### config.mk
export PLATFORM = sky130hd
export DESIGN_NAME = tws_shift_unit
export DESIGN_NICKNAME = d
export VERILOG_FILES = /design/src/tws_pkg.sv /design/src/tws_shift_unit.sv
export SDC_FILE = /design/constraint.sdc
export NUM_CORES = 1
export LEC_CHECK = 0
export ABC_AREA = 0
export BUFFER_PORTS_ARGS = -buffer_cell sky130_fd_sc_hd__buf_2
export CORE_ASPECT_RATIO = 0.9
export CORE_UTILIZATION = 55
export DETAILED_ROUTE_END_ITERATION = 8
export MAX_ROUTING_LAYER = met4
export PLACE_DENSITY = 0.85
export SLEW_MARGIN = 25
export SYNTH_ARGS = -nofsm -noshare
export SYNTH_HDL_FRONTEND = slang
export SYNTH_SLANG_ARGS = --single-unit
### constraint.sdc
create_clock -name aclk -period 3.3 [get_ports aclk]
set_input_delay 0.165 -clock aclk [delete_from_list [all_inputs] [get_ports aclk]]
set_output_delay 0.165 -clock aclk [all_outputs]
set_load 0.005 [all_outputs]
### src/tws_pkg.sv
package tws_pkg;

  // Register byte addresses
  localparam logic [7:0] CTRL_OFS   = 8'hb8;
  localparam logic [7:0] DATA_OFS   = 8'hbc;
  localparam logic [7:0] STATUS_OFS = 8'hc0;
  localparam logic [7:0] PINS_OFS   = 8'hc4;

  // Control register fields
  localparam int CTRL_SIE   = 7;
  localparam int CTRL_OIE   = 6;
  localparam int CTRL_WM_HI = 5;
  localparam int CTRL_WM_LO = 4;
  localparam int CTRL_CS_HI = 3;
  localparam int CTRL_CS_LO = 2;
  localparam int CTRL_CLK   = 1;
  localparam int CTRL_TC    = 0;

  // Status register fields
  localparam int STAT_START = 7;
  localparam int STAT_WRAP  = 6;
  localparam int STAT_STOP  = 5;
  localparam int STAT_COLL  = 4;

  // Pin control register fields
  localparam int PIN_GIE      = 0;
  localparam int PIN_SDA_DIR  = 1;
  localparam int PIN_SCL_DIR  = 2;
  localparam int PIN_DO_DIR   = 3;
  localparam int PIN_SDA_PORT = 4;
  localparam int PIN_SCL_PORT = 5;

  // Reset values and the counter's top value
  localparam logic [7:0] CTRL_RST  = 8'h00;
  localparam logic [7:0] DATA_RST  = 8'h00;
  localparam logic [3:0] COUNT_RST = 4'h0;
  localparam logic [5:0] PINS_RST  = 6'h30;
  localparam logic [3:0] COUNT_MAX = 4'hf;

  // Bus answers
  localparam logic [1:0] RESP_OKAY   = 2'h0;
  localparam logic [1:0] RESP_SLVERR = 2'h2;

  // Wire modes
  typedef enum logic [1:0] {
    TWS_WM_OFF   = 2'b00,
    TWS_WM_THREE = 2'b01,
    TWS_WM_TWO   = 2'b10,
    TWS_WM_TWO_H = 2'b11
  } tws_wire_mode_t;

  // Control bits kept by software
  typedef struct packed {
    logic           start_irq_enable;
    logic           wrap_irq_enable;
    tws_wire_mode_t wire_mode_select;
    logic [1:0]     shift_clock_source;
    logic           soft_clock_strobe;
  } tws_ctrl_t;

  // Pin control bits
  typedef struct packed {
    logic scl_port;
    logic sda_port;
    logic do_dir;
    logic scl_dir;
    logic sda_dir;
    logic global_irq_enable;
  } tws_pins_t;

  // Whole state of the block
  typedef struct packed {
    tws_ctrl_t  ctrl;
    tws_pins_t  pins;
    logic [7:0] shift;
    logic       out_latch;
    logic [3:0] bit_edge_count;
    logic       start_seen_flag;
    logic       count_wrap_flag;
    logic       stop_seen_flag;
    logic       start_hold;
    logic       scl_s1;
    logic       scl_s2;
    logic       scl_d;
    logic       sda_s1;
    logic       sda_s2;
    logic       sda_d;
    logic       aw_have;
    logic [7:0] aw_addr;
    logic       w_have;
    logic [7:0] w_data;
    logic       w_lane0;
    logic       bvalid;
    logic [1:0] bresp;
    logic       rvalid;
    logic [7:0] rdata;
    logic [1:0] rresp;
  } tws_state_t;

endpackage

### src/tws_shift_unit.sv
// The implementer's own choice: register access over AXI4-Lite.
`timescale 1ns/100ps
// How it works
// - Two-wire mode: start condition on the bus sets the start flag.
// - Other modes: every counter increment sets the start flag.
// - Start flag clears on write of one; clearing releases the start clock hold.
// - Start interrupt request while flag, its enable and global enable are set.
// - Counter wrap from 15 to 0 sets the wrap flag.
// - Wrap interrupt request while flag, its enable and global enable are set.
// - Wrap flag clears on write of one; clearing releases the wrap clock hold.
// - Two-wire stop condition sets stop flag, write one clears, no interrupt.
// - Collision bit reads one when shift bit 7 differs from data pin.
// - Counter readable and writable in status low bits, counts selected clock.
// - External clock source: both clock edges increment the counter.
// - External source with soft clock bit set: toggle strobe clocks the counter.
// - Shift register accessed directly; a software write beats a shift.
// - Shift register moves left; bit 7 drives data output through a latch.
// - Latch open in first half cycle for external clock, always otherwise.
// - Wire mode changes outputs and start/stop detection; inputs always clock and feed data.
// - Start detector works only in two-wire mode and can wake from any sleep.
// - Wrap interrupt wakes the processor from idle sleep only.
// - After a start, clock held low from next falling edge until flag cleared.
// - Serial data sampled into the shift register on rising clock edges for source 10, falling for 11.
// - Counter may be preloaded to 14 so it wraps again after acknowledge.
// - Mode 00 off, 01 three-wire, 10 two-wire, 11 two-wire with wrap hold.
// - Two-wire data pin pulled low when latched bit 7 or port bit is zero.
module tws_shift_unit (
  input  wire logic       aclk,
  input  wire logic       aresetn,
  input  wire logic [7:0] s_axi_awaddr,
  input  wire logic       s_axi_awvalid,
  output logic            s_axi_awready,
  input  wire logic [31:0] s_axi_wdata,
  input  wire logic [3:0] s_axi_wstrb,
  input  wire logic       s_axi_wvalid,
  output logic            s_axi_wready,
  output logic [1:0]      s_axi_bresp,
  output logic            s_axi_bvalid,
  input  wire logic       s_axi_bready,
  input  wire logic [7:0] s_axi_araddr,
  input  wire logic       s_axi_arvalid,
  output logic            s_axi_arready,
  output logic [31:0]     s_axi_rdata,
  output logic [1:0]      s_axi_rresp,
  output logic            s_axi_rvalid,
  input  wire logic       s_axi_rready,
  input  wire logic       timer_match,
  input  wire logic       scl_in,
  output logic            scl_out,
  output logic            scl_oe,
  input  wire logic       sda_in,
  output logic            sda_out,
  output logic            sda_oe,
  output logic            do_out,
  output logic            do_oe,
  output logic            start_irq,
  output logic            wrap_irq,
  output logic            wake_any_sleep,
  output logic            wake_idle_sleep
);

  tws_pkg::tws_state_t st_r;
  tws_pkg::tws_state_t st_nxt;

  // Two-wire modes share the upper mode bit
  function automatic logic is_two_wire(input tws_pkg::tws_wire_mode_t m);
    is_two_wire = (m == tws_pkg::TWS_WM_TWO) || (m == tws_pkg::TWS_WM_TWO_H);
  endfunction

  // Decoding shared by the read path and the write path
  function automatic logic [1:0] reg_sel(input logic [7:0] a);
    case (a)
      tws_pkg::CTRL_OFS:   reg_sel = 2'h0;
      tws_pkg::DATA_OFS:   reg_sel = 2'h1;
      tws_pkg::STATUS_OFS: reg_sel = 2'h2;
      default:             reg_sel = 2'h3;
    endcase
  endfunction

  function automatic logic addr_ok(input logic [7:0] a);
    addr_ok = (a == tws_pkg::CTRL_OFS) || (a == tws_pkg::DATA_OFS) ||
              (a == tws_pkg::STATUS_OFS) || (a == tws_pkg::PINS_OFS);
  endfunction

  logic       two_wire;
  logic       scl_rise;
  logic       scl_fall;
  logic       start_cond;
  logic       stop_cond;
  logic       ext_src;
  logic       wr_go;
  logic       wr_ctrl;
  logic       wr_data;
  logic       wr_stat;
  logic       wr_pins;
  logic       soft_strobe;
  logic       toggle_strobe;
  logic       shift_pulse;
  logic       count_pulse;
  logic       wrap_event;
  logic       latch_open;
  logic       collision;
  logic       wrap_hold;
  logic [7:0] status_val;
  logic [1:0] cs_eff;
  logic       soft_sel;

  // Edge and condition detection on the synchronised pins
  assign two_wire   = is_two_wire(st_r.ctrl.wire_mode_select);
  assign scl_rise   = st_r.scl_s2 & ~st_r.scl_d;
  assign scl_fall   = ~st_r.scl_s2 & st_r.scl_d;
  // Data edge while clock stays high; start falls, stop rises
  assign start_cond = two_wire & st_r.scl_s2 & st_r.scl_d
                      & st_r.sda_d & ~st_r.sda_s2;
  assign stop_cond  = two_wire & st_r.scl_s2 & st_r.scl_d
                      & ~st_r.sda_d & st_r.sda_s2;
  assign ext_src    = st_r.ctrl.shift_clock_source[1];

  // A write is carried out once address and data have both arrived and byte lane 0 is strobed
  assign wr_go   = st_r.aw_have & st_r.w_have & ~st_r.bvalid & st_r.w_lane0;
  assign wr_ctrl = wr_go & (reg_sel(st_r.aw_addr) == 2'h0);
  assign wr_data = wr_go & (reg_sel(st_r.aw_addr) == 2'h1);
  assign wr_stat = wr_go & (reg_sel(st_r.aw_addr) == 2'h2);
  assign wr_pins = wr_go & (st_r.aw_addr == tws_pkg::PINS_OFS);

  // Strobes exist only in the cycle of the control write
  assign soft_strobe   = wr_ctrl & st_r.w_data[tws_pkg::CTRL_CLK];
  assign toggle_strobe = wr_ctrl & st_r.w_data[tws_pkg::CTRL_TC];

  // A control write strobes with the source it writes, so one write both selects and clocks
  assign cs_eff   = wr_ctrl ? st_r.w_data[tws_pkg::CTRL_CS_HI:tws_pkg::CTRL_CS_LO]
                            : st_r.ctrl.shift_clock_source;
  assign soft_sel = wr_ctrl ? st_r.w_data[tws_pkg::CTRL_CLK] : st_r.ctrl.soft_clock_strobe;

  // Clock source selection for shift register and counter
  always_comb begin
    shift_pulse = 1'b0;
    count_pulse = 1'b0;
    case (cs_eff)
      2'b00: begin
        shift_pulse = soft_strobe;
        count_pulse = soft_strobe;
      end
      2'b01: begin
        shift_pulse = timer_match;
        count_pulse = timer_match;
      end
      2'b10: begin
        shift_pulse = scl_rise;
        // Written soft clock bit hands the counter to the toggle strobe
        count_pulse = soft_sel ? toggle_strobe : (scl_rise | scl_fall);
      end
      2'b11: begin
        shift_pulse = scl_fall;
        count_pulse = soft_sel ? toggle_strobe : (scl_rise | scl_fall);
      end
      default: begin
        shift_pulse = 1'b0;
        count_pulse = 1'b0;
      end
    endcase
  end

  assign wrap_event = count_pulse & (st_r.bit_edge_count == tws_pkg::COUNT_MAX);

  // Latch closes in the sampling half so output moves on the opposite edge
  assign latch_open = ~ext_src |
                      (st_r.ctrl.shift_clock_source[0] ? st_r.scl_s2 : ~st_r.scl_s2);

  assign collision = st_r.shift[7] ^ st_r.sda_s2;
  assign wrap_hold = (st_r.ctrl.wire_mode_select == tws_pkg::TWS_WM_TWO_H)
                     & st_r.count_wrap_flag;

  assign status_val = {st_r.start_seen_flag, st_r.count_wrap_flag, st_r.stop_seen_flag,
                       collision, st_r.bit_edge_count};

  // Next state of the whole block
  always_comb begin
    st_nxt = st_r;

    // Pin synchronisers; inputs are sampled in every wire mode
    st_nxt.scl_s1 = scl_in;
    st_nxt.scl_s2 = st_r.scl_s1;
    st_nxt.scl_d  = st_r.scl_s2;
    st_nxt.sda_s1 = sda_in;
    st_nxt.sda_s2 = st_r.sda_s1;
    st_nxt.sda_d  = st_r.sda_s2;

    // Bus: address and data accepted in either order
    if (s_axi_awvalid && !st_r.aw_have) begin
      st_nxt.aw_have = 1'b1;
      st_nxt.aw_addr = s_axi_awaddr;
    end
    if (s_axi_wvalid && !st_r.w_have) begin
      st_nxt.w_have  = 1'b1;
      st_nxt.w_data  = s_axi_wdata[7:0];
      st_nxt.w_lane0 = s_axi_wstrb[0];
    end
    if (st_r.aw_have && st_r.w_have && !st_r.bvalid) begin
      st_nxt.aw_have = 1'b0;
      st_nxt.w_have  = 1'b0;
      st_nxt.bvalid  = 1'b1;
      st_nxt.bresp   = addr_ok(st_r.aw_addr) ? tws_pkg::RESP_OKAY : tws_pkg::RESP_SLVERR;
    end else if (st_r.bvalid && s_axi_bready) begin
      st_nxt.bvalid = 1'b0;
    end

    // Reads answer one cycle after the address is taken
    if (s_axi_arvalid && !st_r.rvalid) begin
      st_nxt.rvalid = 1'b1;
      st_nxt.rresp  = addr_ok(s_axi_araddr) ? tws_pkg::RESP_OKAY : tws_pkg::RESP_SLVERR;
      case (reg_sel(s_axi_araddr))
        2'h0: st_nxt.rdata = {st_r.ctrl.start_irq_enable, st_r.ctrl.wrap_irq_enable,
                              st_r.ctrl.wire_mode_select, st_r.ctrl.shift_clock_source,
                              2'b00};
        2'h1: st_nxt.rdata = st_r.shift;
        2'h2: st_nxt.rdata = status_val;
        default: st_nxt.rdata = (s_axi_araddr == tws_pkg::PINS_OFS) ?
                                {2'b00, st_r.pins} : 8'h00;
      endcase
    end else if (st_r.rvalid && s_axi_rready) begin
      st_nxt.rvalid = 1'b0;
    end

    // Control and pin registers
    if (wr_ctrl) begin
      st_nxt.ctrl.start_irq_enable   = st_r.w_data[tws_pkg::CTRL_SIE];
      st_nxt.ctrl.wrap_irq_enable    = st_r.w_data[tws_pkg::CTRL_OIE];
      st_nxt.ctrl.wire_mode_select   =
        tws_pkg::tws_wire_mode_t'(st_r.w_data[tws_pkg::CTRL_WM_HI:tws_pkg::CTRL_WM_LO]);
      st_nxt.ctrl.shift_clock_source = st_r.w_data[tws_pkg::CTRL_CS_HI:tws_pkg::CTRL_CS_LO];
      st_nxt.ctrl.soft_clock_strobe  = st_r.w_data[tws_pkg::CTRL_CLK];
    end
    if (wr_pins) begin
      st_nxt.pins = st_r.w_data[5:0];
    end
    // Toggle strobe flips the clock port bit so a master can make edges
    if (toggle_strobe) begin
      st_nxt.pins.scl_port = ~st_nxt.pins.scl_port;
    end

    // Shift register: software write wins over a coincident shift
    if (wr_data) begin
      st_nxt.shift = st_r.w_data;
    end else if (shift_pulse) begin
      st_nxt.shift = {st_r.shift[6:0], st_r.sda_s2};
    end
    if (latch_open) begin
      st_nxt.out_latch = st_nxt.shift[7];
    end

    // Counter: a software load beats an increment; used to preload 14
    if (wr_stat) begin
      st_nxt.bit_edge_count = st_r.w_data[3:0];
    end else if (count_pulse) begin
      st_nxt.bit_edge_count = st_r.bit_edge_count + 4'h1;
    end

    // Flags: write one clears, a new event in the same cycle still sets
    if (wr_stat && st_r.w_data[tws_pkg::STAT_START]) begin
      st_nxt.start_seen_flag = 1'b0;
    end
    if (wr_stat && st_r.w_data[tws_pkg::STAT_WRAP]) begin
      st_nxt.count_wrap_flag = 1'b0;
    end
    if (wr_stat && st_r.w_data[tws_pkg::STAT_STOP]) begin
      st_nxt.stop_seen_flag = 1'b0;
    end
    if (two_wire ? start_cond : count_pulse) begin
      st_nxt.start_seen_flag = 1'b1;
    end
    if (wrap_event) begin
      st_nxt.count_wrap_flag = 1'b1;
    end
    if (stop_cond) begin
      st_nxt.stop_seen_flag = 1'b1;
    end

    // Start hold arms on the first falling clock edge after a start
    if (!st_nxt.start_seen_flag || !two_wire) begin
      st_nxt.start_hold = 1'b0;
    end else if (scl_fall) begin
      st_nxt.start_hold = 1'b1;
    end
  end

  // State register; a synchronous reset clears control, flags and counter
  always_ff @(posedge aclk) begin
    if (!aresetn) begin
      st_r                <= '0;
      st_r.ctrl           <= tws_pkg::tws_ctrl_t'(tws_pkg::CTRL_RST[7:1]);
      st_r.pins           <= tws_pkg::PINS_RST;
      st_r.shift          <= tws_pkg::DATA_RST;
      st_r.bit_edge_count <= tws_pkg::COUNT_RST;
      st_r.scl_s1         <= 1'b1;
      st_r.scl_s2         <= 1'b1;
      st_r.scl_d          <= 1'b1;
      st_r.sda_s1         <= 1'b1;
      st_r.sda_s2         <= 1'b1;
      st_r.sda_d          <= 1'b1;
    end else begin
      st_r <= st_nxt;
    end
  end

  // Bus handshakes
  assign s_axi_awready = ~st_r.aw_have;
  assign s_axi_wready  = ~st_r.w_have;
  assign s_axi_bvalid  = st_r.bvalid;
  assign s_axi_bresp   = st_r.bresp;
  assign s_axi_arready = ~st_r.rvalid;
  assign s_axi_rvalid  = st_r.rvalid;
  assign s_axi_rresp   = st_r.rresp;
  assign s_axi_rdata   = {24'h000000, st_r.rdata};

  // Pin drivers per wire mode; two-wire pins are open drain
  always_comb begin
    do_out  = st_r.out_latch;
    do_oe   = st_r.pins.do_dir & (st_r.ctrl.wire_mode_select == tws_pkg::TWS_WM_THREE);
    sda_out = st_r.pins.sda_port;
    sda_oe  = st_r.pins.sda_dir;
    scl_out = st_r.pins.scl_port;
    scl_oe  = st_r.pins.scl_dir;
    if (two_wire) begin
      sda_out = 1'b0;
      sda_oe  = st_r.pins.sda_dir & (~st_r.out_latch | ~st_r.pins.sda_port);
      scl_out = 1'b0;
      scl_oe  = st_r.pins.scl_dir &
                (~st_r.pins.scl_port | st_r.start_hold | wrap_hold);
    end
  end

  // Interrupt requests and wake requests
  assign start_irq       = st_r.start_seen_flag & st_r.ctrl.start_irq_enable
                           & st_r.pins.global_irq_enable;
  assign wrap_irq        = st_r.count_wrap_flag & st_r.ctrl.wrap_irq_enable
                           & st_r.pins.global_irq_enable;
  assign wake_any_sleep  = start_irq & two_wire;
  assign wake_idle_sleep = wrap_irq;

endmodule

==> flow_summary.ini, run 1 <==
[grt]
grt-ovfl-total = 0
gr-usage-all-layers_pct = 24.7
antenna_found_initial = 0
grt_pass1_wl_mm = 12.4
grt_pass1_vias = 2652
grt_max_degree = 51

[power_and_ir_drop]
combPwrFrac_pct = 8.0
switching_share_pct = 23.9
cellPowerDensity_mw_per_mm2 = 449
pwr-share-clk_pct = 43.3
internal_power_mw = 1.34
power.switching_mw = 0.422
seq_power_share_pct = 48.8
leakage_nw = 1.71
ir_drop_mv = 0.284

[cts]
cts_tree = yes
htree_levels = 3
cts-resized-gates = 0
post_cts.repair.setup_buffers = 0
cts_made_buffers = 9
root_buffer = clkbuf_8
clock_latency_ns = 0.35
clock_sinks = 67
clkTransAtPathRegs_ns = 0.07
cts_buffer_depth = 2
ctsHoldBuffers = 2

[critical_path]
arrival_ns = 2.83
worstPathCellList = and3b_1 > nand4_4 > mux2i_1 > nor3_2 > buf_4 > or4_1 > a31oi_1
criticalPathCategory = flip-flop to flip-flop
start_kind = flip-flop
cpMaxStageDelayCell = or4_1
cpPeakStageDelay_ns = 0.49
required_ns = 3.58
cp_max_fo = 16
endpoint_kind = flip-flop

[timing]
clock_skew_ns = 0.00698
rsz0062_at_grt = false
setup_slack_ns = 0.746
worst_pin_slew_ns = 0.926
period_minus_slack_ns = 2.55
timing.fmax_ghz = 0.392
final.setup.tns_ns = 0
slew_headroom_pct = 38.1
drv_slew = 0
finalSetupViolations = 0
final_hold_viol_count = 0
finalCritPeriodShare_pct = 77.4

[final_layout]
layout_common_cells = 67 x dfxtp_1, 59 x buf_2, 46 x nand2_1
final_common_cell = dfxtp_1
num_antenna_cells = 0
area_delta_synth_final_pct = 10.7
drive_gt1_share_pct = 19.8
fill_cells = 546
final_nets = 515

[synth]
ys_seq_elements = 67
synth_seq_area_share_pct = 37.8
netlist_area_mm2 = 0.00355
synth-edff-count = 0
async_flop_share_pct = 0
postSynthAreaPerCell_um2 = 8.62
synth.distinct_cells = 63
ys_warn_count = 0
synthFlopType = dfxtp_1
synth_cells = 412

[placed_design]
gp_congestion = 0.913
dp_slack_ns = 0.771
dp_hpwl_mm = 5.61
port_buffers = 59

[job]
cap_violations = 0

[detailed_routing]
wl_per_cell_um = 14.3
routed_via_density = 5.53
drc = 0
final_antenna_net_count = 0
wl_mm = 7.75
first_pass_iters = 4
vias = 2998
drt_iter0_drc = 196

[die]
start_util_pct = 57.5
fp.dieH_um = 78.2
io-pin-count = 113
rows = 27
die_w_um = 86.7
die_area_mm2 = 0.00678
core-area_mm2 = 0.00618

[run_status]
status = complete, no violations

[hold_path]
hold_path.class = input port to flip-flop
[Yosys cell counts (all sizes together), types with 4 or more instances]
| master | n | area share (%) |
|---|---|---|
| dfxtp | 67 | 38 |
| nand3 | 7 | 0.99 |
| a31oi | 4 | 0.70 |
| nand2 | 46 | 4.9 |
| a22oi | 5 | 1.1 |
| nor2 | 20 | 2.1 |
| and3 | 4 | 0.70 |
| inv | 13 | 1.4 |
| buf | 43 | 8.9 |
| o21ai | 20 | 2.8 |
| nor2b | 25 | 4.4 |
| o211ai | 5 | 1.2 |
| a221oi | 6 | 1.5 |
| a21boi | 15 | 3.2 |
| nor4 | 7 | 1.2 |
| a211oi | 11 | 2.5 |
| clkbuf | 19 | 2.0 |
| nand2b | 4 | 0.70 |
| nor3 | 10 | 1.5 |
| mux2i | 19 | 5.4 |
| and2 | 4 | 0.78 |
| nor3b | 5 | 1.1 |
| a21oi | 6 | 0.85 |
[stage by stage]
| step | util, % | cell area, µm² | hold WS (ns) | cells | power (mW) |
|---|---|---|---|---|---|
| after floorplan | - | 3650 | 0.266 | 437 | 0.995 |
| after global placement | 59.6 | 3690 | 0.347 | 524 | 1.01 |
| after detailed placement | 59.6 | 3690 | 0.351 | 524 | 1.02 |
| after CTS | 63.6 | 3930 | 0.0481 | 542 | 1.78 |
| after global routing | 63.6 | 3930 | 0.0491 | 542 | 1.84 |
| final | 63.6 | 3930 | 0.0568 | 542 | 1.77 |
[kinds of logic (layout without fill, tap and decap cells)]
| kind of cell | Yosys count | count (layout) | synth area share, % |
|---|---|---|---|
| mux | 21 | 21 | 6.09 |
| flops | 67 | 67 | 37.8 |
| other cells | 1 | 26 | 0.106 |
| simple gates | 152 | 152 | 23.7 |
| xor+xnor | 4 | 4 | 0.986 |
| fa+ha+maj | 3 | 3 | 1.06 |
| compound gates | 89 | 89 | 18.1 |
| buf+inv | 75 | 93 | 12.3 |
[final cells by class]
type / instances / area [µm²] / area share [%]
sequential: 67 / 1340 / 34.1
inverter: 13 / 48.8 / 1.24
clock buffer: 10 / 138 / 3.50
timing repair buffer: 64 / 338 / 8.59
tap: 87 / 109 / 2.77
multi-input combinational: 295 / 1870 / 47.5
clock inverter: 6 / 88.8 / 2.26
[per-layer routing]
metal,GRT usage [%],up-vias,wire [µm]
met5,-,-,0
met1,32.3,1396,3450
met2,37.1,124,3550
met4,6.83,0,65
li1,-,1470,-
met3,7.15,8,677
[power by group through the flow]
stage	sequential (mW)	clock (mW)	combinational [mW]
after floorplan	0.870	0	0.125
after global placement	0.878	0	0.134
after detailed placement	0.879	0	0.139
after CTS	0.860	0.777	0.141
after global routing	0.864	0.818	0.159
final	0.861	0.764	0.141
[worst max-delay path, delay by kind of cell, from the launching register on]
| kind | cells | cell delay, ns |
|---|---|---|
| multiplexers | 1 | 0.43 |
| AND/OR/NAND/NOR | 4 | 1.29 |
| flip-flops | 1 | 0.38 |
| AO/OA/AOI/OAI | 1 | 0.17 |
| buffers and inverters | 1 | 0.19 |
[worst paths after layout]
check | slack, ns | endpoint | start | depth (start not counted)
setup / recovery | 0.75 | st_r[45]$_SDFFE_PN0P_ | st_r[23]$_SDFFE_PP0P_ | 7
setup reg to reg | 0.75 | st_r[45]$_SDFFE_PN0P_ | st_r[23]$_SDFFE_PP0P_ | 7
hold / removal | 0.06 | st_r[22]$_SDFFE_PN0P_ | s_axi_wdata[7] | 3
hold reg to reg | 0.41 | st_nxt[33]$_SDFF_PN1_ | st_nxt[34]$_SDFF_PN1_ | 1
[sequential cells by signal, indices dropped and copies added (netlist names)]
| name | count |
|---|---|
| s_axi_rresp | 1 |
| st_r | 49 |
| st_nxt | 4 |
| s_axi_bresp | 1 |
| s_axi_rdata | 8 |
| ext_src | 1 |
| do_out | 1 |
| s_axi_bvalid | 1 |
| s_axi_rvalid | 1 |
Note: power is estimated with default switching activity, not from simulation.
==> run 2: changes to the inputs <==
--- a/config.mk
+++ b/config.mk
@@ -8,10 +8,10 @@
 export ABC_AREA = 0
 export BUFFER_PORTS_ARGS = -buffer_cell sky130_fd_sc_hd__buf_2
 export CORE_ASPECT_RATIO = 0.9
-export CORE_UTILIZATION = 55
+export CORE_UTILIZATION = 51
 export DETAILED_ROUTE_END_ITERATION = 8
 export MAX_ROUTING_LAYER = met4
-export PLACE_DENSITY = 0.85
+export PLACE_DENSITY = 0.8
 export SLEW_MARGIN = 25
 export SYNTH_ARGS = -nofsm -noshare
 export SYNTH_HDL_FRONTEND = slang
==> constraint.sdc (replaced) <==
create_clock -name aclk -period 2.6 [get_ports aclk]
set_input_delay 0.13 -clock aclk [delete_from_list [all_inputs] [get_ports aclk]]
set_output_delay 0.13 -clock aclk [all_outputs]
set_load 0.005 [all_outputs]
==> flow_summary.ini, run 2 (synthesis gave the netlist of run 1 again) <==
[critical_path]
r2r_cells = 7
worstPathCellList = nor4b_4 > nand4_4 > mux2_4 > nor3_2 > buf_4 > or2_1 > a211oi_1
crit_buf_inv = 1
cpMaxStageDelayCell = mux2_4
cp_max_fo = 16
cp_top_family = simple AND/OR/NAND/NOR gates
r2r_slack_ns = 0.20
start_kind = flip-flop
cpPeakStageDelay_ns = 0.40
rr_endpoint = st_r[49]$_SDFFE_PN0P_
endpoint_kind = flip-flop
crit_start = st_r[26]$_SDFFE_PN0P_
r2r-start = st_r[26]$_SDFFE_PN0P_
endpoint = st_r[49]$_SDFFE_PN0P_
arrival_ns = 2.63
criticalPathCategory = flip-flop to flip-flop
required_ns = 2.82
cp_num_cells = 7

[hold_path]
min_from = s_axi_wdata[4]
hold_path.class = input port to flip-flop
worst_hold_path.num_cells = 3

[placed_design]
placed_cell_area_mm2 = 0.00374
port_buffers = 59
dp_hpwl_mm = 6.01
gp_congestion = 0.901
place_inst = 534
dp_slack_ns = 0.224

[detailed_routing]
drt_iter0_drc = 184
drc = 0
vias = 3043
wl_mm = 8.29
routed_via_density = 5.51
final_antenna_net_count = 0
first_pass_iters = 4
wl_per_cell_um = 15.0

[power_and_ir_drop]
switching_share_pct = 23.8
pwr-share-clk_pct = 43.0
seq_power_share_pct = 48.8
finalPower_mw = 2.24
leakage_nw = 1.75
combPwrFrac_pct = 8.2
cellPowerDensity_mw_per_mm2 = 563
power.switching_mw = 0.533
ir_drop_mv = 0.340
internal_power_mw = 1.71

[die]
start_util_pct = 53.4
core-area_mm2 = 0.00666
io-pin-count = 113
die_w_um = 90.0
rows = 28
die_area_mm2 = 0.00730
fp.dieH_um = 81.2

[cts]
clkTransAtPathRegs_ns = 0.07
cts-resized-gates = 0
ctsHoldBuffers = 2
clock_latency_ns = 0.35
htree_levels = 3
root_buffer = clkbuf_8
clock_sinks = 67
post_cts.repair.setup_buffers = 0
cts_buffer_depth = 2
cts_made_buffers = 9
cts_tree = yes

[final_layout]
final_cells = 552
num_antenna_cells = 0
final_common_cell = dfxtp_1
regMostFlops = st_r
layout_common_cells = 67 x dfxtp_1, 59 x buf_2, 46 x nand2_1
drive_gt1_share_pct = 20.6
final_util_pct = 59.8
fill_cells = 592
largest_reg_flops = 49
final_nets = 522
stdcell_area_mm2 = 0.00398
area_delta_synth_final_pct = 12.1

[grt]
use_met2_pct = 40.6
grt_pass1_vias = 2924
grt_pass1_wl_mm = 14.0
antenna_found_initial = 0
met3_usage_pct = 6.74
grt_max_degree = 30
grt.busiest_layer = met2
grt_use_met1_pct = 29.7
gr-usage-all-layers_pct = 25.1
grt-ovfl-total = 0

[timing]
slew_headroom_pct = 33.8
finalSetupViolations = 0
clock_skew_ns = 0.00690
finalCritPeriodShare_pct = 92.5
setup_slack_ns = 0.196
worst_pin_slew_ns = 0.990
final_hold_viol_count = 0
final.setup.tns_ns = 0
timing.fmax_ghz = 0.416
drv_slew = 0
period_minus_slack_ns = 2.40
hold_ws_ns = 0.0153
rsz0062_at_grt = false

[run_status]
status = complete, no violations

[job]
cap_violations = 0
==> run 2: cell count changes in the layout (fill, tap and decap cells not counted) <==
cell / before / now
buf_4: 3 / 10
clkbuf_1: 0 / 2
clkinvlp_4: 2 / 0
==> run 2: cell type report <==
class | count | area [µm²] | share of cell area (%)
multi-input cells | 295 | 1870 | 47.0
flip-flops and latches | 67 | 1340 | 33.7
repair buffers | 71 | 390 | 9.81
clock buffers | 12 | 145 | 3.65
well taps | 90 | 113 | 2.83
clock inverters | 4 | 73.8 | 1.85
inverters | 13 | 48.8 | 1.23
==> run 2: worst min-delay path: stages <==
cell      delay (ns)
buf_2           0.09
nand2_1         0.04
a21boi_0        0.06
==> run 2: how the worst min path moves through the flow <==
| stage | to | slack (ns) |
|---|---|---|
| 3_3_place_gp | st_nxt[34]$_SDFF_PN1_ | 0.31 |
| 3_5_place_dp | st_nxt[34]$_SDFF_PN1_ | 0.31 |
| 4_1_cts | st_r[19]$_SDFFE_PN0P_ | 0.006 |
| 2_1_floorplan | st_nxt[34]$_SDFF_PN1_ | 0.23 |
| 6_report | st_r[19]$_SDFFE_PN0P_ | 0.02 |
| 5_1_grt | s_axi_rvalid$_SDFFE_PN0P_ | 0.02 |
==> run 2: power by group through the flow <==
stage	Combinational, mW	Sequential (mW)	Clock (mW)
after CTS	0.183	1.09	0.979
after global routing	0.209	1.10	1.03
after floorplan	0.159	1.10	0
final	0.183	1.09	0.965
after global placement	0.172	1.12	0
after detailed placement	0.180	1.12	0
==> run 2: routing by layer <==
layer  vias to the layer above  wire length [µm]
met2                       111              3890
met3                        18               578
met4                         0               159
met5                         -                 0
met1                      1436              3660
li1                       1478                 -
==> run 3: changes to the inputs <==
--- a/config.mk
+++ b/config.mk
@@ -5,13 +5,13 @@
 export SDC_FILE = /design/constraint.sdc
 export NUM_CORES = 1
 export LEC_CHECK = 0
-export ABC_AREA = 0
+export ABC_AREA = 1
 export BUFFER_PORTS_ARGS = -buffer_cell sky130_fd_sc_hd__buf_2
 export CORE_ASPECT_RATIO = 0.9
 export CORE_UTILIZATION = 51
 export DETAILED_ROUTE_END_ITERATION = 8
 export MAX_ROUTING_LAYER = met4
-export PLACE_DENSITY = 0.8
+export PLACE_DENSITY = 0.81
 export SLEW_MARGIN = 25
 export SYNTH_ARGS = -nofsm -noshare
 export SYNTH_HDL_FRONTEND = slang
==> flow_summary.ini, run 3 <==
[run_status]
status = complete, no violations

[job]
cap_violations = 0

[cts]
cts-resized-gates = 0
clkTransAtPathRegs_ns = 0.06
cts_buffer_depth = 2
clock_latency_ns = 0.35
htree_levels = 3
cts_tree = yes
ctsHoldBuffers = 3
cts_made_buffers = 9
root_buffer = clkbuf_8
post_cts.repair.setup_buffers = 0
clock_sinks = 67

[timing]
finalSetupViolations = 0
slew_headroom_pct = 47.4
final.setup.tns_ns = 0
timing.fmax_ghz = 0.472
worst_pin_slew_ns = 0.784
clock_skew_ns = 0.00414
rsz0062_at_grt = false
period_minus_slack_ns = 2.12
final_hold_viol_count = 0
hold_ws_ns = 0.00440
setup_slack_ns = 0.482
drv_slew = 0
finalCritPeriodShare_pct = 81.5

[power_and_ir_drop]
cellPowerDensity_mw_per_mm2 = 530
combPwrFrac_pct = 8.8
pwr-share-clk_pct = 36.7
ir_drop_mv = 0.407
leakage_nw = 1.70
switching_share_pct = 24.9
power.switching_mw = 0.499
seq_power_share_pct = 54.5
internal_power_mw = 1.50

[final_layout]
stdcell_area_mm2 = 0.00378
area_delta_synth_final_pct = 10.9
final_util_pct = 60.1
largest_reg_flops = 49
final_common_cell = nand2_1
layout_common_cells = 75 x nand2_1, 67 x dfxtp_1, 65 x inv_1
num_antenna_cells = 0
drive_gt1_share_pct = 18.4
final_nets = 590
regMostFlops = st_r
fill_cells = 573

[die]
io-pin-count = 113
start_util_pct = 54.2
rows = 27
die_w_um = 88.1
die_area_mm2 = 0.00701
core-area_mm2 = 0.00628
fp.dieH_um = 79.5

[synth]
synth_top_cell_area_share_pct = 39.4
synth_cells = 473
ys_seq_elements = 67
synth.most_common_cell = nand2_1
postSynthAreaPerCell_um2 = 7.20
synth_largest_area_cell = dfxtp_1
async_flop_share_pct = 0
netlist_area_mm2 = 0.00341
synthFlopType = dfxtp_1
synth_seq_area_share_pct = 39.4
synth.top_cells.by_area = dfxtp_1 39%, nand2_1 8.3%, buf_4 8.2%
ys_warn_count = 0
synth.distinct_cells = 35
ys_top_cells_by_count = 75 x nand2_1, 67 x dfxtp_1, 65 x inv_1
synth-edff-count = 0

[hold_path]
hold_path.class = input port to flip-flop
min_from = s_axi_wdata[4]

[critical_path]
r2r_slack_ns = 0.48
endpoint_kind = flip-flop
criticalPathCategory = flip-flop to flip-flop
cp_max_fo = 14
rr_endpoint = do_out$_SDFFE_PN0P_
arrival_ns = 2.37
r2r_cells = 13
start_kind = flip-flop
crit_start = st_r[23]$_SDFFE_PP0P_
endpoint = do_out$_SDFFE_PN0P_
r2r-start = st_r[23]$_SDFFE_PP0P_
required_ns = 2.85

[detailed_routing]
final_antenna_net_count = 0
drc = 0
routed_via_density = 5.14
wl_per_cell_um = 13.2
wl_mm = 8.09
vias = 3148
drt_iter0_drc = 312
first_pass_iters = 5

[placed_design]
placed_cell_area_mm2 = 0.00359
gp_congestion = 0.878
port_buffers = 59
dp_hpwl_mm = 6.02
dp_slack_ns = 0.521

[grt]
grt.busiest_layer = met2
grt-ovfl-total = 0
antenna_found_initial = 0
met3_usage_pct = 7.86
grt_pass1_vias = 2795
gr-usage-all-layers_pct = 25.4
grt_max_degree = 39
grt_pass1_wl_mm = 13.1
grt_use_met1_pct = 32.6
use_met2_pct = 38.0
-- run 3: cell types whose count changed in the layout (fill, tap and decap cells not counted), moves of 23 or more --
| cell | before | now |
|---|---|---|
| o21ai_0 | 20 | 43 |
| inv_1 | 13 | 65 |
| a21oi_1 | 6 | 36 |
| nand2_1 | 46 | 75 |
| nor2b_1 | 25 | 0 |
| nand3_1 | 7 | 35 |
-- run 3: kinds of logic after synthesis --
group | synth area share, %
adder cells (fa/ha/maj) | 1.10
buffers and inverters | 17.3
XOR/XNOR | 0.257
flip-flops | 39.4
other | 0.110
AO/OA/AOI/OAI | 16.3
AND/OR/NAND/NOR | 25.5
-- run 3: cell type report --
cell class	instances	area, µm²	area share [%]
Clock buffer	12	155	4.11
Inverter	70	263	6.96
Multi-Input combinational cell	313	1570	41.5
Sequential cell	67	1340	35.5
Tap cell	87	109	2.88
Timing Repair Buffer	64	340	9.01
-- run 3: metrics by stage --
stage,cells,power (mW)
2_1_floorplan,498,1.25
3_5_place_dp,598,1.28
4_1_cts,613,2.01
6_report,613,2.00
5_1_grt,613,2.09
3_3_place_gp,598,1.28
-- run 3: worst min-delay path by stage --
stage	endpoint	slack, ns	depth (start not counted)
6_report	st_r[19]$_SDFFE_PN0P_	0.004	3
4_1_cts	st_r[19]$_SDFFE_PN0P_	0.007	3
3_3_place_gp	st_nxt[34]$_SDFF_PN1_	0.32	2
2_1_floorplan	st_nxt[34]$_SDFF_PN1_	0.24	1
3_5_place_dp	st_nxt[34]$_SDFF_PN1_	0.32	2
5_1_grt	st_r[19]$_SDFFE_PN0P_	0.007	3
-- run 3: worst max-delay path, stage by stage, from the launching register on --
cell	delay, ns
dfxtp_1	0.38
nand3_2	0.15
nor2_4	0.17
nand3_2	0.32
inv_1	0.24
nand3_1	0.10
nand2_1	0.09
nand2_2	0.10
nand2_4	0.14
nand2_1	0.07
nand3_1	0.08
nand3_1	0.08
nand2_1	0.06
inv_1	0.03
-- run 3: power groups by stage --
stage,clock [mW],sequential [mW],combinational (mW)
CTS,0.742,1.09,0.175
global placement,0,1.11,0.165
finish,0.735,1.09,0.177
global route,0.790,1.09,0.202
floorplan,0,1.10,0.144
detailed placement,0,1.11,0.171
-- run 3: layer usage --
metal / vias up / share of wire (%)
met2: 140 / 45
met5: - / 0
met1: 1399 / 45
li1: 1588 / -
met3: 21 / 7.8
met4: 0 / 2.0
